[src/logic/spx_regs.vh]
// Constants for the serial port expander access logic.
`ifndef SPX_REGS_VH
`define SPX_REGS_VH

// Fixed upper address bits for the two port groups.
`define SPX_PFX_A       3'h6
`define SPX_PFX_B       3'h5

// Bits in a byte on the wire.
`define SPX_BYTE_BITS   4'h8

// Position of the four open-drain ports within group A.
`define SPX_OD_LSB      2
`define SPX_OD_MSB      5

// Output latch values after reset.
`define SPX_A_RESET     8'hFF
`define SPX_B_RESET     8'hFF

`endif

[src/logic/spx_sync.v]
// Two flip-flop synchroniser for pins arriving from outside the clock domain.
`timescale 1ns/1ns
`default_nettype none

module spx_sync #(
    parameter W = 22
) (
    input  wire         ref_clk,
    input  wire         rst_n,
    input  wire [W-1:0] d,
    output wire [W-1:0] q
);

    reg [W-1:0] meta_q;
    reg [W-1:0] stab_q;

    // =====================================================================
    // Synchroniser stages
    // The first stage feeds only the second one.
    always @(posedge ref_clk or negedge rst_n) begin
        if (!rst_n) begin
            meta_q <= {W{1'b1}};
            stab_q <= {W{1'b1}};
        end else begin
            meta_q <= d;
            stab_q <= meta_q;
        end
    end

    assign q = stab_q;

endmodule

`default_nettype wire

[src/logic/spx_core.v]
// Slave access logic of a two-wire serial port expander with two port groups.
`timescale 1ns/1ns
`default_nettype none
`include "spx_regs.vh"

module spx_core (
    input  wire       ref_clk,
    input  wire       rst_n,
    input  wire       scl_in,
    input  wire       sda_in,
    output wire       sda_out,
    output wire       sda_oe,
    input  wire [1:0] addr_select_low,
    input  wire [1:0] addr_select_high,
    output wire       alert_n_out,
    output wire       alert_n_oe,
    input  wire [7:0] grp_a_pin_in,
    output wire [7:0] grp_a_latch,
    output wire [3:0] open_drain_io_ports_oe,
    input  wire [7:0] grp_b_pin_in,
    output wire [7:0] push_pull_group_b_outputs
);

    // =====================================================================
    // State encoding
    localparam [6:0] S_IDLE = 7'h01;
    localparam [6:0] S_ADDR = 7'h02;
    localparam [6:0] S_AACK = 7'h04;
    localparam [6:0] S_WR   = 7'h08;
    localparam [6:0] S_WACK = 7'h10;
    localparam [6:0] S_RD   = 7'h20;
    localparam [6:0] S_MACK = 7'h40;

    // =====================================================================
    // Input synchronisation
    wire [21:0] sync_w;
    wire        scl_s;
    wire        sda_s;
    wire [7:0]  pin_a_s;
    wire [7:0]  pin_b_s;
    wire [3:0]  adr_s;

    // All pins pass two flip-flops before any logic reads them.
    spx_sync #(
        .W (22)
    ) u_sync (
        .ref_clk (ref_clk),
        .rst_n   (rst_n),
        .d       ({addr_select_high, addr_select_low, grp_b_pin_in,
                   grp_a_pin_in, sda_in, scl_in}),
        .q       (sync_w)
    );

    assign scl_s   = sync_w[0];
    assign sda_s   = sync_w[1];
    assign pin_a_s = sync_w[9:2];
    assign pin_b_s = sync_w[17:10];
    assign adr_s   = sync_w[21:18];

    // =====================================================================
    // Bus line edge and condition detection
    reg scl_p_q;
    reg sda_p_q;

    // Previous synchronised levels of the two bus lines.
    always @(posedge ref_clk or negedge rst_n) begin
        if (!rst_n) begin
            scl_p_q <= 1'b1;
            sda_p_q <= 1'b1;
        end else begin
            scl_p_q <= scl_s;
            sda_p_q <= sda_s;
        end
    end

    wire scl_rise;
    wire scl_fall;
    wire bus_start;
    wire bus_stop;

    // START and STOP are data edges while the clock stays high.
    assign scl_rise  = scl_s & ~scl_p_q;
    assign scl_fall  = ~scl_s & scl_p_q;
    assign bus_start = scl_s & scl_p_q & sda_p_q & ~sda_s;
    assign bus_stop  = scl_s & scl_p_q & ~sda_p_q & sda_s;

    // =====================================================================
    // Transfer state
    reg [6:0] st_q;
    reg [3:0] bit_q;
    reg [7:0] rx_q;
    reg [7:0] tx_q;
    reg       rd_q;
    reg       grp_b_q;
    reg       flag_byte_q;
    reg       mack_ok_q;
    reg       sda_oe_q;
    reg [7:0] a_lat_q;
    reg [7:0] b_lat_q;

    // Sampled port data, flag copy, transition baseline and change flags.
    reg [7:0] snap_q;
    reg [3:0] fcopy_q;
    reg [3:0] base_q;
    reg [3:0] flags_q;
    reg       hold_q;
    reg       alert_oe_q;

    wire addr_hit_a;
    wire addr_hit_b;

    // Match the received address against both group addresses.
    assign addr_hit_a = (rx_q[7:1] == {`SPX_PFX_A, adr_s});
    assign addr_hit_b = (rx_q[7:1] == {`SPX_PFX_B, adr_s});

    wire aack_rise;
    wire mack_rise;
    wire samp_a;
    wire samp_b;
    wire flag_clr;

    // Port sampling instants: the address acknowledge, then each master acknowledge for group B, but for group A only the one after a flag byte.
    assign aack_rise = scl_rise & (st_q == S_AACK);
    assign mack_rise = scl_rise & (st_q == S_MACK);
    assign samp_a    = aack_rise & ~grp_b_q;
    assign samp_b    = (aack_rise | mack_rise) & grp_b_q;
    assign flag_clr  = samp_a | (mack_rise & ~grp_b_q & flag_byte_q);

    // =====================================================================
    // Bus protocol state machine
    always @(posedge ref_clk or negedge rst_n) begin
        if (!rst_n) begin
            st_q        <= S_IDLE;
            bit_q       <= 4'h0;
            rx_q        <= 8'h00;
            tx_q        <= 8'h00;
            rd_q        <= 1'b0;
            grp_b_q     <= 1'b0;
            flag_byte_q <= 1'b0;
            mack_ok_q   <= 1'b0;
            sda_oe_q    <= 1'b0;
            a_lat_q     <= `SPX_A_RESET;
            b_lat_q     <= `SPX_B_RESET;
        end else if (bus_start) begin
            st_q     <= S_ADDR;
            bit_q    <= 4'h0;
            sda_oe_q <= 1'b0;
        end else if (bus_stop) begin
            st_q     <= S_IDLE;
            sda_oe_q <= 1'b0;
        end else begin
            case (st_q)
                S_ADDR: begin
                    if (scl_rise) begin
                        rx_q  <= {rx_q[6:0], sda_s};
                        bit_q <= bit_q + 4'h1;
                    end else if (scl_fall && bit_q == `SPX_BYTE_BITS) begin
                        if (addr_hit_a || addr_hit_b) begin
                            sda_oe_q <= 1'b1;          // Acknowledge own address.
                            st_q     <= S_AACK;
                            rd_q     <= rx_q[0];
                            grp_b_q  <= addr_hit_b;
                        end else begin
                            st_q <= S_IDLE;
                        end
                    end
                end
                S_AACK: begin
                    if (scl_fall) begin
                        if (rd_q) begin
                            tx_q        <= snap_q;
                            sda_oe_q    <= ~snap_q[7];
                            bit_q       <= 4'h1;
                            flag_byte_q <= 1'b0;
                            st_q        <= S_RD;
                        end else begin
                            sda_oe_q <= 1'b0;
                            bit_q    <= 4'h0;
                            st_q     <= S_WR;
                        end
                    end
                end
                S_WR: begin
                    if (scl_rise) begin
                        rx_q  <= {rx_q[6:0], sda_s};
                        bit_q <= bit_q + 4'h1;
                    end else if (scl_fall && bit_q == `SPX_BYTE_BITS) begin
                        sda_oe_q <= 1'b1;
                        st_q     <= S_WACK;
                        // The whole byte replaces the group's latches at once.
                        if (grp_b_q) begin
                            b_lat_q <= rx_q;
                        end else begin
                            a_lat_q <= rx_q;
                        end
                    end
                end
                S_WACK: begin
                    if (scl_fall) begin
                        sda_oe_q <= 1'b0;
                        bit_q    <= 4'h0;
                        st_q     <= S_WR;
                    end
                end
                S_RD: begin
                    if (scl_fall) begin
                        if (bit_q == `SPX_BYTE_BITS) begin
                            sda_oe_q <= 1'b0;          // Let the master acknowledge.
                            st_q     <= S_MACK;
                        end else begin
                            tx_q     <= {tx_q[6:0], 1'b0};
                            sda_oe_q <= ~tx_q[6];
                            bit_q    <= bit_q + 4'h1;
                        end
                    end
                end
                S_MACK: begin
                    if (scl_rise) begin
                        mack_ok_q <= ~sda_s;
                    end else if (scl_fall) begin
                        if (mack_ok_q) begin
                            bit_q <= 4'h1;
                            st_q  <= S_RD;
                            // Group A alternates port and flag bytes.
                            if (!grp_b_q && !flag_byte_q) begin
                                tx_q        <= {2'h0, fcopy_q, 2'h0};
                                sda_oe_q    <= 1'b1;
                                flag_byte_q <= 1'b1;
                            end else begin
                                tx_q        <= snap_q;
                                sda_oe_q    <= ~snap_q[7];
                                flag_byte_q <= 1'b0;
                            end
                        end else begin
                            st_q <= S_IDLE;            // No acknowledge ends the read.
                        end
                    end
                end
                default: begin
                    st_q <= S_IDLE;
                end
            endcase
        end
    end

    // =====================================================================
    // Port snapshot and transition detection
    wire [3:0] od_now;
    wire [3:0] diff_w;

    assign od_now = pin_a_s[`SPX_OD_MSB:`SPX_OD_LSB];
    assign diff_w = od_now ^ base_q;

    // Snapshots come from the pins, so forced levels are reported as seen.
    always @(posedge ref_clk or negedge rst_n) begin
        if (!rst_n) begin
            snap_q  <= 8'h00;
            fcopy_q <= 4'h0;
            base_q  <= 4'h0;
            flags_q <= 4'h0;
        end else begin
            if (samp_b) begin
                snap_q <= pin_b_s;
            end else if (flag_clr) begin
                snap_q <= pin_a_s;
            end
            if (flag_clr) begin
                // A change in this very cycle lands in the copy, not lost.
                fcopy_q <= flags_q | diff_w;
                base_q  <= od_now;
                flags_q <= 4'h0;
            end else begin
                flags_q <= flags_q | diff_w;
            end
        end
    end

    // =====================================================================
    // Change alert control
    reg       hold_d;
    reg [3:0] flags_d;

    // Alert is held off from the group A address acknowledge until STOP.
    always @* begin
        hold_d  = hold_q;
        flags_d = flags_q | diff_w;
        if (bus_stop) begin
            hold_d = 1'b0;
        end else if (samp_a) begin
            hold_d = 1'b1;
        end
        if (flag_clr) begin
            flags_d = 4'h0;
        end
    end

    // Alert drives low whenever flags are pending and it is not held off.
    always @(posedge ref_clk or negedge rst_n) begin
        if (!rst_n) begin
            hold_q     <= 1'b0;
            alert_oe_q <= 1'b0;
        end else begin
            hold_q     <= hold_d;
            alert_oe_q <= (|flags_d) & ~hold_d;
        end
    end

    // =====================================================================
    // Pin drivers
    genvar i;

    // Each open-drain port pulls low while its latch bit is zero.
    generate
        for (i = 0; i < 4; i = i + 1) begin : g_od
            assign open_drain_io_ports_oe[i] = ~a_lat_q[`SPX_OD_LSB + i];
        end
    endgenerate

    assign sda_out                   = 1'b0;
    assign sda_oe                    = sda_oe_q;
    assign alert_n_out               = 1'b0;
    assign alert_n_oe                = alert_oe_q;
    assign grp_a_latch               = a_lat_q;
    assign push_pull_group_b_outputs = b_lat_q;

endmodule

`default_nettype wire

[config.mk]
export PLATFORM = sky130hd
export DESIGN_NAME = spx_core
export DESIGN_NICKNAME = d
export VERILOG_FILES = /design/src/logic/spx_sync.v /design/src/logic/spx_core.v
export VERILOG_INCLUDE_DIRS = /design/src /design/src/logic
export SDC_FILE = /design/constraint.sdc
export NUM_CORES = 1
export LEC_CHECK = 0
export BUFFER_PORTS_ARGS = -buffer_cell sky130_fd_sc_hd__buf_4
export CAP_MARGIN = 20
export CORE_ASPECT_RATIO = 0.8
export CORE_MARGIN = 4
export CORE_UTILIZATION = 47
export CTS_CLUSTER_DIAMETER = 30
export DETAILED_ROUTE_END_ITERATION = 10
export GPL_TIMING_DRIVEN = 0
export PLACE_DENSITY = 0.65
export REMOVE_ABC_BUFFERS = 1
export SETUP_SLACK_MARGIN = 0.3
export SYNTH_ARGS = -nofsm -noshare
export SYNTH_HDL_FRONTEND = slang
export SYNTH_HIERARCHICAL = 1
export SYNTH_SLANG_ARGS = --single-unit
[constraint.sdc]
create_clock -name ref_clk -period 2.42 [get_ports ref_clk]
set_input_delay 0.242 -clock ref_clk [delete_from_list [all_inputs] [get_ports ref_clk]]
set_output_delay 0.242 -clock ref_clk [all_outputs]
set_load 0.03 [all_outputs]
After elaboration in Yosys (flattened, before gate mapping)
Index checks and enable logic that the tools add are counted.
{"block": "totals", "out_inout_bits": 24, "regBits": 115, "input_bits": 24}
{"block": "op_classes", "n_eq_ne": 37, "addsub": 1, "reduce_logical": 22, "mux": 66, "n_bitwise": 33}
{"operator": "7-bit 2-to-1 mux", "n": 20}
{"operator": "4-bit != test (second input constant)", "n": 12}
{"operator": "4-bit 2-to-1 mux", "n": 11}
{"operator": "7-bit case mux with 6 select lines", "n": 1}
{"operator": "10-bit AND reduction", "n": 3}
{"operator": "1-bit 2-to-1 mux", "n": 25}
{"operator": "3-bit != test (second input constant)", "n": 7}
{"operator": "7-bit case mux with 3 select lines", "n": 1}
{"operator": "4-bit case mux with 5 select lines", "n": 1}
{"operator": "6-bit AND reduction", "n": 3}
{"operator": "8-bit 2-to-1 mux", "n": 2}
{"operator": "2-bit != test (second input constant)", "n": 8}
{"operator": "1-bit NOT", "n": 15}
{"operator": "1-bit AND", "n": 14}
{"operator": "7-bit equality test", "n": 2}
{"operator": "6-bit 2-to-1 mux", "n": 2}
{"operator": "12-bit AND reduction", "n": 1}
{"operator": "4-bit AND reduction", "n": 2}
{"operator": "8-bit AND reduction", "n": 1}
{"operator": "8-bit nonzero test", "n": 1}
{"operator": "7-bit by 2-bit equality test with 1-bit output (second input constant)", "n": 1}
{"operator": "7-bit by 3-bit equality test with 1-bit output (second input constant)", "n": 1}
{"operator": "7-bit by 4-bit equality test with 1-bit output (second input constant)", "n": 1}
{"operator": "7-bit by 5-bit equality test with 1-bit output (second input constant)", "n": 1}
{"operator": "19 further kinds", "n": 23}

Logic depth before layout (Yosys ltp)
Gate-level depths: netlist of the first run.
{"block": "logic_depth", "depth_word": 9, "ltp_mapped": 9, "mapped_depth_nobuf": 8}

By module
The synthesis of the first run kept the hierarchy.
{"mod": "spx_core", "seq_area_each_um2": 1800.5, "area_per_inst_um2": 3597.2, "cells_per_inst": 334, "instances": 1}
{"mod": "spx_sync", "seq_area_each_um2": 1156.1, "area_per_inst_um2": 1156.1, "cells_per_inst": 44, "instances": 1}

Least setup slack after synthesis of the first run
No wires, ideal clock.
{"block": "synth_timing", "kind": "register -> register", "start": "register st_q[5]", "end": "register st_q[3]", "arrival_time_ns": 1.993, "synth_period_minus_slack_ns": 2.120, "path_buffers": 1, "required_time_ns": 2.292, "path_stages_with_launch": 8, "setup_time_ns": 0.128, "path_slack_ns": 0.300, "cell_sequence": "dfrtp_1 -> buf_6 -> or4b_4 -> a21oi_2 -> nor3b_2 -> o21ai_1 -> o31ai_2 -> mux2_1"}
{"block": "synth_via", "elab_chain_len": 4, "elab_cells_between_ends": 20}
{"item": "start: declaration", "line": "spx_core.v:89", "rtl": "reg [6:0] st_q;"}
{"item": "start signal: assignment", "line": "spx_core.v:133", "rtl": "st_q <= S_IDLE;"}
{"item": "start signal: assignment", "line": "spx_core.v:145", "rtl": "st_q <= S_ADDR;"}
{"item": "start signal: assignment", "line": "spx_core.v:149", "rtl": "st_q <= S_IDLE;"}
{"item": "7-bit equality test, or another cell as far along", "line": "spx_core.v:152", "rtl": "case (st_q)"}
{"item": "7-bit case mux with 6 select lines", "line": "spx_core.v:152"}
{"item": "7-bit 2-to-1 mux", "line": "spx_core.v:148", "rtl": "end else if (bus_stop) begin"}
{"item": "7-bit 2-to-1 mux", "line": "spx_core.v:144", "rtl": "end else if (bus_start) begin"}
Parallel ways exist; a longest one is shown, timed or not.
A chain may end at the register's enable or synchronous reset.

Worst setup path after layout of the first run
{"block": "layout_timing", "start": "register st_q[1]", "end": "register a_lat_q[7] (netlist: grp_a_latch[7])"}
{"block": "layout_via", "elab_chain_len": 2}
{"item": "7-bit by 4-bit equality test with 1-bit output", "line": "spx_core.v:152"}
{"item": "6-bit AND reduction (no line)"}
{"item": "end signal: assignment", "line": "spx_core.v:142", "rtl": "a_lat_q <= `SPX_A_RESET;"}
{"item": "end signal: assignment", "line": "spx_core.v:194", "rtl": "a_lat_q <= rx_q;"}
{"item": "end: declaration", "line": "spx_core.v:98", "rtl": "reg [7:0] a_lat_q;"}
Every way passes these cells.

==> metrics, run 1 <==
status finished clean; worst-margin pin slew 0.536 ns; vias in the first global route 3479; Final Slew Violations 0; Avg WL per Cell 17.1 um; unrepaired setup endpoints after global routing yes; Post-Synthesis Cell Area 4750 um2; clk sinks 115; IO Pins 48; Static Leak 2.90 nW; Cell Chain, Critical Path or4b_4, buf_4, nor3b_4, and2b_4, mux2_1; Buf/Inv on CP 1; first-pass GRT wire length 17700 um; Max transition margin 0.643; CP Capture Type register; Core ar. 9770 um2; Hold/Removal Path Class reg2reg; CTS HTree Levels 4; initial drt markers 225; die width 120 um; setup TNS 0 ns; Synth cell types 60; Clock Latency Late Sink 0.41 ns; Max clock buf depth 2; Min Clock Period, post-route 2.26 ns; DP HPWL 6220 um; Synthesis Warnings 6; Starting Density 0.487; final setup violation count 0; Remaining DRCs 0; final total power 4.74 mW; CP arrival 2.58 ns; Tot GR Track Use 0.193; ys async rst share 1.00; synth cell count leaders dfstp_2 (63), dfrtp_1 (52), nor2_1 (36); Root Driver clkbuf_16; max incr delay on CP 0.58 ns; Yosys top cell area share 0.348; VDD IR max 0.000621 V; Final Hold Vio Count 0; utilization after layout 0.686; DP Area 5220 um2; Synth Instances 378; #FFs+latches synth 115; Area contributors post-synth dfstp_2 (35%), dfrtp_1 (27%), mux2_2 (5.4%), nor2_1 (2.8%), nand2_1 (2.4%); Syn-to-layout area delta 40.9%; vias per cell 5.32; post-synthesis sequential area ratio 0.622; Synth Flop Type dfstp_2; Worst EP required 2.74 ns; maximum clock rate 0.443 GHz; Setup Crit Path Kind reg2reg; largest net degree at the start of global routing 76; ANT cells 0; number of I/O port buffers 45; post-route cell area 6700 um2; Cell Rows 32; Post-synth EDFFs 0; Largest delay share family, worst path simple AND/OR/NAND/NOR gates; Critical Path Start Type register; Final GP Congestion 0.862; WL final 11000 um; global-route congestion overflow total 0; cell taking the most area after synthesis dfstp_2; fraction of layout cells with a size suffix above 1 0.507; Crit Path Max Fanout 10; Max-Cap Viols 0; die area 11800 um2; Num CTS Buffers 17; Clock Skews 0.00819 ns; CTS tree built; Post-Syn Area per Cell 12.6 um2; Fillers 687; crit path max-delay cell type or4b_4; vias after detailed routing 3434; Worst-path clk slew 0.06 ns; final hold slack 0.354 ns; most frequent cell after synthesis dfstp_2; PwrDens 707 nW/um2; Post-layout nets 522; Final ANT Viol Nets 0; Die H 98.0 um; final worst path period share 0.933; DR pass1 iterations 5; initial antenna violation count 0
-- worst register-to-register path: stages (launching register included) --
cell and delay [ns]:
dfrtp_2 0.47, or4b_4 0.59, buf_4 0.17, nor3b_4 0.30, and2b_4 0.30, mux2_1 0.36
-- worst paths after layout --
check	startpoint	to	depth (start not counted)	slack (ns)
hold reg to reg	u_sync/meta_q[16]	u_sync/q[16]	0	0.35
hold / removal	u_sync/meta_q[16]	u_sync/q[16]	0	0.35
min in group asynchronous	rst_n	base_q[3]	2	0.37
max in group asynchronous	rst_n	push_pull_group_b_outputs[6]	3	1.29
setup reg to reg	st_q[1]	grp_a_latch[7]	5	0.16
setup / recovery	st_q[1]	grp_a_latch[7]	5	0.16
-- final cells by class --
| class | instances | area (um2) | share of cell area |
|---|---|---|---|
| Clock buffer | 20 | 478 | 0.0714 |
| Clock inverter | 12 | 140 | 0.0209 |
| Inverter | 10 | 37.5 | 0.00560 |
| Multi-Input combinational cell | 243 | 1970 | 0.293 |
| Sequential cell | 115 | 2960 | 0.443 |
| Tap cell | 136 | 170 | 0.0254 |
| Timing Repair Buffer | 109 | 942 | 0.141 |
-- sequential cells by signal, summed over array words and instances, names as in the netlist --
register                   cells
alert_n_oe                     1
base_q                         4
bit_q                          4
fcopy_q                        4
flag_byte_q                    1
flags_q                        4
grp_a_latch                    8
grp_b_q                        1
hold_q                         1
mack_ok_q                      1
push_pull_group_b_outputs      8
rd_q                           1
rx_q                           8
scl_p_q                        1
sda_oe                         1
sda_p_q                        1
snap_q                         8
st_q                           7
tx_q                           7
u_sync/meta_q                 22
u_sync/q                      22
-- what timing repair did --
item                       in CTS  in global routing
pin swaps                      10                 11
resized for setup              30                 30
gates cloned                    2                  0
hold buffers                   23                  0
hold endpoints to repair       48                  0
setup buffers                  24                 14
setup endpoints to repair      63                 57
-- metal layers --
| metal | wire length [um] | vias to the layer above | global-route usage |
|---|---|---|---|
| li1 | - | 1583 | - |
| met1 | 4910 | 1723 | 0.261 |
| met2 | 5350 | 113 | 0.294 |
| met3 | 574 | 15 | 0.0556 |
| met4 | 189 | 0 | 0.0784 |
| met5 | 0 | - | 0 |
-- through the flow --
stage,worst slack (ns),std cells
after detailed placement,-0.397,550
after global placement,-0.480,548
after CTS,0.210,631
after floorplan,0.191,367
final,0.162,645
after global routing,0.0821,645
-- cells by family (layout without fill, tap and decap cells) --
| logic type | after synthesis | count (layout) | synth area share |
|---|---|---|---|
| other | 1 | 2 | 0.000789 |
| and+or+nand+nor | 120 | 121 | 0.138 |
| AOI/OAI and AO/OA | 72 | 72 | 0.109 |
| xor gates and xnor gates | 12 | 12 | 0.0221 |
| buffers and inverters | 22 | 151 | 0.0240 |
| DFF | 115 | 115 | 0.622 |
| adders and majority gates | 2 | 2 | 0.00526 |
| muxes | 34 | 34 | 0.0790 |
-- report_power, final --
group	internal (mW)	switching, mW
registers	2.00	0.0235
clock network	1.65	0.905
logic	0.0759	0.0868
-- placed cells by master (no fill, tap or decap), types with 6 or more instances in the layout --
cell,synthesis,layout
nand2b_1,6,6
a21oi_1,19,16
a21o_1,6,6
mux2_2,23,22
dfrtp_2,0,6
dlygate4sd3_1,0,23
nor2_1,36,33
mux2i_1,6,6
o21ai_0,7,7
xnor2_1,8,8
dfrtp_1,52,46
inv_1,10,10
buf_4,3,78
nand2_1,31,27
clkbuf_16,0,18
dfstp_2,63,63
Power figures use the tool's default switching activity.
==> run 2, diff against run 1 <==
Settings changed: CELL_PAD_IN_SITES_DETAIL_PLACEMENT set to 1, CELL_PAD_IN_SITES_GLOBAL_PLACEMENT set to 2, CORE_UTILIZATION 47 to 40, PLACE_DENSITY 0.65 to 0.77, SLEW_MARGIN set to 15.
==> metrics, run 2 (same netlist as run 1, synthesis figures left out) <==
PwrDens 692 nW/um2; Final Slew Violations 0; WL final 12100 um; DP Area 5210 um2; Worst EP required 2.76 ns; crit path from scl_p_q; Min Clock Period, post-route 2.26 ns; vias per cell 5.23; Static Leak 2.86 nW; CP arrival 2.59 ns; Cell Rows 35; Max clock buf depth 2; Starting Density 0.411; commonest non-fill, non-tap cell in the layout buf_4; Final ANT Viol Nets 0; number of I/O port buffers 45; Core ar. 11600 um2; first-pass GRT wire length 19700 um; Root Driver clkbuf_16; Setup Crit Path Kind reg2reg; Die H 106 um; CP Capture Type register; Hold Path Depth 0; Max-Cap Viols 0; Post-layout nets 526; VDD IR max 0.000515 V; Worst-path clk slew 0.05 ns; final hold slack 0.353 ns; vias in the first global route 3766; ANT cells 0; reg-to-reg slack, setup 0.16 ns; DR pass1 iterations 4; final total power 4.64 mW; worst-margin pin slew 0.546 ns; Crit Path Max Fanout 12; Num CTS Buffers 17; DP HPWL 6850 um; clk sinks 115; IO Pins 48; die area 13700 um2; reg2reg start scl_p_q; hold path startpoint u_sync/meta_q[6]; Max transition margin 0.636; initial drt markers 170; CTS HTree Levels 4; initial antenna violation count 0; final setup violation count 0; Remaining DRCs 0; Critical Path Start Type register; status finished clean; Final Hold Vio Count 0; most frequent cells in the layout buf_4 (79), dfstp_2 (63), dfrtp_1 (46); final worst path period share 0.933; post-route cell area 6710 um2; unrepaired setup endpoints after global routing yes; fraction of layout cells with a size suffix above 1 0.503; Tot GR Track Use 0.188; maximum clock rate 0.443 GHz; vias after detailed routing 3455; Clock Skews 0.0113 ns; Clock Latency Late Sink 0.42 ns; worst reg-to-reg path cell count 5; Avg WL per Cell 18.3 um; CTS tree built; Final GP Congestion 0.803; die width 130 um; global-route congestion overflow total 0; Syn-to-layout area delta 41.1%; largest net degree at the start of global routing 116; Hold/Removal Path Class reg2reg
run 2: critical path, cell delays in order (launching register included):
cell and delay (ns):
dfstp_2 0.64, nand2b_1 0.21, nor3_4 0.28, nor3b_2 0.36
and2b_4 0.32, mux2_2 0.37
run 2: worst paths after layout:
kind / endpoint
worst max register to register: grp_a_latch[0]
worst max-delay path: grp_a_latch[0]
max in group asynchronous: u_sync/meta_q[9]
worst min-delay path: u_sync/q[6]
min in group asynchronous: rx_q[3]
worst min register to register: u_sync/q[6]
run 2: power breakdown:
part	internal [mW]	switching [mW]
Combinational	0.0778	0.0867
Sequential	2.00	0.0237
Clock	1.54	0.907
Total	3.62	1.02
run 2: stage by stage:
stage	std cells	setup slack [ns]	util	setup TNS, ns
floorplan	367	0.191	-	0
global placement	560	-0.405	0.450	-5.22
detailed placement	560	-0.433	0.450	-5.43
CTS	645	0.196	0.559	0
global route	661	0.0329	0.580	0
finish	661	0.163	0.580	0
run 2: repair_timing:
action / in CTS / in global routing
gates resized for setup: 36 / 23
gates cloned: 2 / 1
hold endpoints to repair: 22 / 29
setup endpoints to repair: 64 / 63
setup buffers: 29 / 13
pin swaps: 14 / 9
hold buffers: 22 / 1
run 2: area by class of cell:
cell class	count	area (um2)
fill	1163	4860
sequential	115	2960
multi-input combinational	243	1930
timing repair buffer	113	1020
clock buffer	20	447
tap	148	185
clock inverter	12	130
inverter	10	37.5
run 2: per-layer routing:
layer	track usage	vias up	routed length (um)
met1	0.242	1799	5360
met5	0	-	0
met2	0.304	60	6240
li1	-	1584	-
met3	0.0588	12	421
met4	0.0556	0	104
==> run 3, diff against run 2 <==
Settings changed: CELL_PAD_IN_SITES_DETAIL_PLACEMENT 1 to not set, CELL_PAD_IN_SITES_GLOBAL_PLACEMENT 2 to not set, CORE_UTILIZATION 40 to 47, PLACE_DENSITY 0.77 to 0.65.
==> metrics, run 3 (same netlist as run 1, synthesis figures left out) <==
crit path max-delay cell type dfrtp_2; final hold slack 0.295 ns; post-place setup slack -0.366 ns; CTS HTree Levels 4; CTS tree built; Syn-to-layout area delta 41.9%; WL final 10600 um; vias in the first global route 3454; vias after detailed routing 3412; final worst slack 0.188 ns; Cell Rows 32; Avg WL per Cell 16.4 um; ANT cells 0; worst-margin pin slew 0.569 ns; vias per cell 5.26; DP HPWL 6080 um; final total power 4.74 mW; initial drt markers 190; Placed Cells 549; DP Area 5200 um2; Critical Path Start Type register; maximum clock rate 0.448 GHz; most used cell, CP buf_4; die area 11800 um2; unrepaired setup endpoints after global routing yes; Remaining DRCs 0; fin cells 649; Tot GR Track Use 0.189; clk sinks 115; first-pass GRT wire length 17500 um; Crit Path Max Fanout 7; Buf/Inv on CP 3; Largest delay share family, worst path simple AND/OR/NAND/NOR gates; IO Pins 48; status finished clean; commonest non-fill, non-tap cell in the layout buf_4; DR pass1 iterations 4; Clock Latency Late Sink 0.41 ns; CP arrival 2.52 ns; max incr delay on CP 0.45 ns; Clock Skews 0.0106 ns; global-route congestion overflow total 0; Max clock buf depth 2; Final Slew Violations 0; fraction of layout cells with a size suffix above 1 0.511; die width 120 um; Core ar. 9770 um2; post-route cell area 6750 um2; Static Leak 2.92 nW; largest net degree at the start of global routing 116; VDD IR max 0.000614 V; Final Hold Vio Count 0; Fillers 711; Max-Cap Viols 0; Cell Chain, Critical Path buf_12, nor4_4, buf_4, nand3_4, o211ai_4, nand3b_4, a211oi_4, buf_4, o2bb2ai_1; Setup Crit Path Kind reg2reg; Die H 98.0 um; number of I/O port buffers 45; CP Capture Type register; final worst path period share 0.922; PwrDens 702 nW/um2; Min Clock Period, post-route 2.23 ns; Final GP Congestion 0.862; Root Driver clkbuf_16; Worst-path clk slew 0.06 ns; Starting Density 0.487; initial antenna violation count 0; Post-layout nets 526; Num CTS Buffers 17; most frequent cells in the layout buf_4 (81), dfstp_2 (63), dfrtp_1 (47); Hold/Removal Path Class in2async; Max transition margin 0.620; Worst EP required 2.71 ns; Final ANT Viol Nets 0; final setup violation count 0
## run 3: cell count changes in the layout (fill, tap and decap cells not counted), moves of 2 or more
cell        delta
mux2_4         +7
mux2_2         -4
a21oi_2        -3
clkinvlp_4     -3
mux2_1         -3
a21oi_1        +2
buf_4          +2
buf_6          -2
clkbuf_16      +2
clkbuf_8       +2
clkinv_4       +2
nor2_2         +2
nor2_4         -2
## run 3: report_power, final
part	switching, mW	leakage, nW	total (mW)	internal, mW
combinational	0.0842	1.26	0.161	0.0765
sequential	0.0236	1.35	2.02	2.00
clock	0.870	0.313	2.55	1.68
## run 3: timing repair
action	in CTS	in global routing
pin swaps	13	13
hold endpoints to repair	22	22
endpoints found under the setup margin	63	59
gates resized for setup	33	31
gates cloned	1	1
setup buffers	25	17
hold buffers	22	1
## run 3: layout make-up
| class | count | area (um2) | area share |
|---|---|---|---|
| Sequential cell | 115 | 2960 | 0.439 |
| Multi-Input combinational cell | 244 | 1980 | 0.293 |
| Timing Repair Buffer | 112 | 971 | 0.144 |
| Clock buffer | 24 | 546 | 0.0809 |
| Tap cell | 136 | 170 | 0.0252 |
| Clock inverter | 8 | 81.3 | 0.0121 |
| Inverter | 10 | 37.5 | 0.00556 |
## run 3: per-stage QoR
| stage | setup TNS [ns] | util |
|---|---|---|
| after global routing | 0 | 0.691 |
| final | 0 | 0.691 |
| after detailed placement | -3.35 | 0.532 |
| after floorplan | 0 | - |
| after CTS | 0 | 0.659 |
| after global placement | -4.24 | 0.531 |
## run 3: path summary, 6_finish.rpt
path	start	end	slack [ns]	depth (start not counted)
setup / recovery	st_q[3]	bit_q[3]	0.19	9
hold / removal	rst_n	tx_q[0]	0.29	2
setup reg to reg	st_q[3]	bit_q[3]	0.19	9
hold reg to reg	u_sync/meta_q[15]	u_sync/q[15]	0.35	0
max in group asynchronous	rst_n	st_q[0]	1.41	3
min in group ref_clk	u_sync/meta_q[15]	u_sync/q[15]	0.35	0
## run 3: per-layer routing
metal	part of all wire	GRT usage	vias up
li1	-	-	1588
met1	0.46	0.258	1715
met2	0.48	0.283	86
met3	0.048	0.0539	23
met4	0.021	0.0836	0
met5	0	0	-
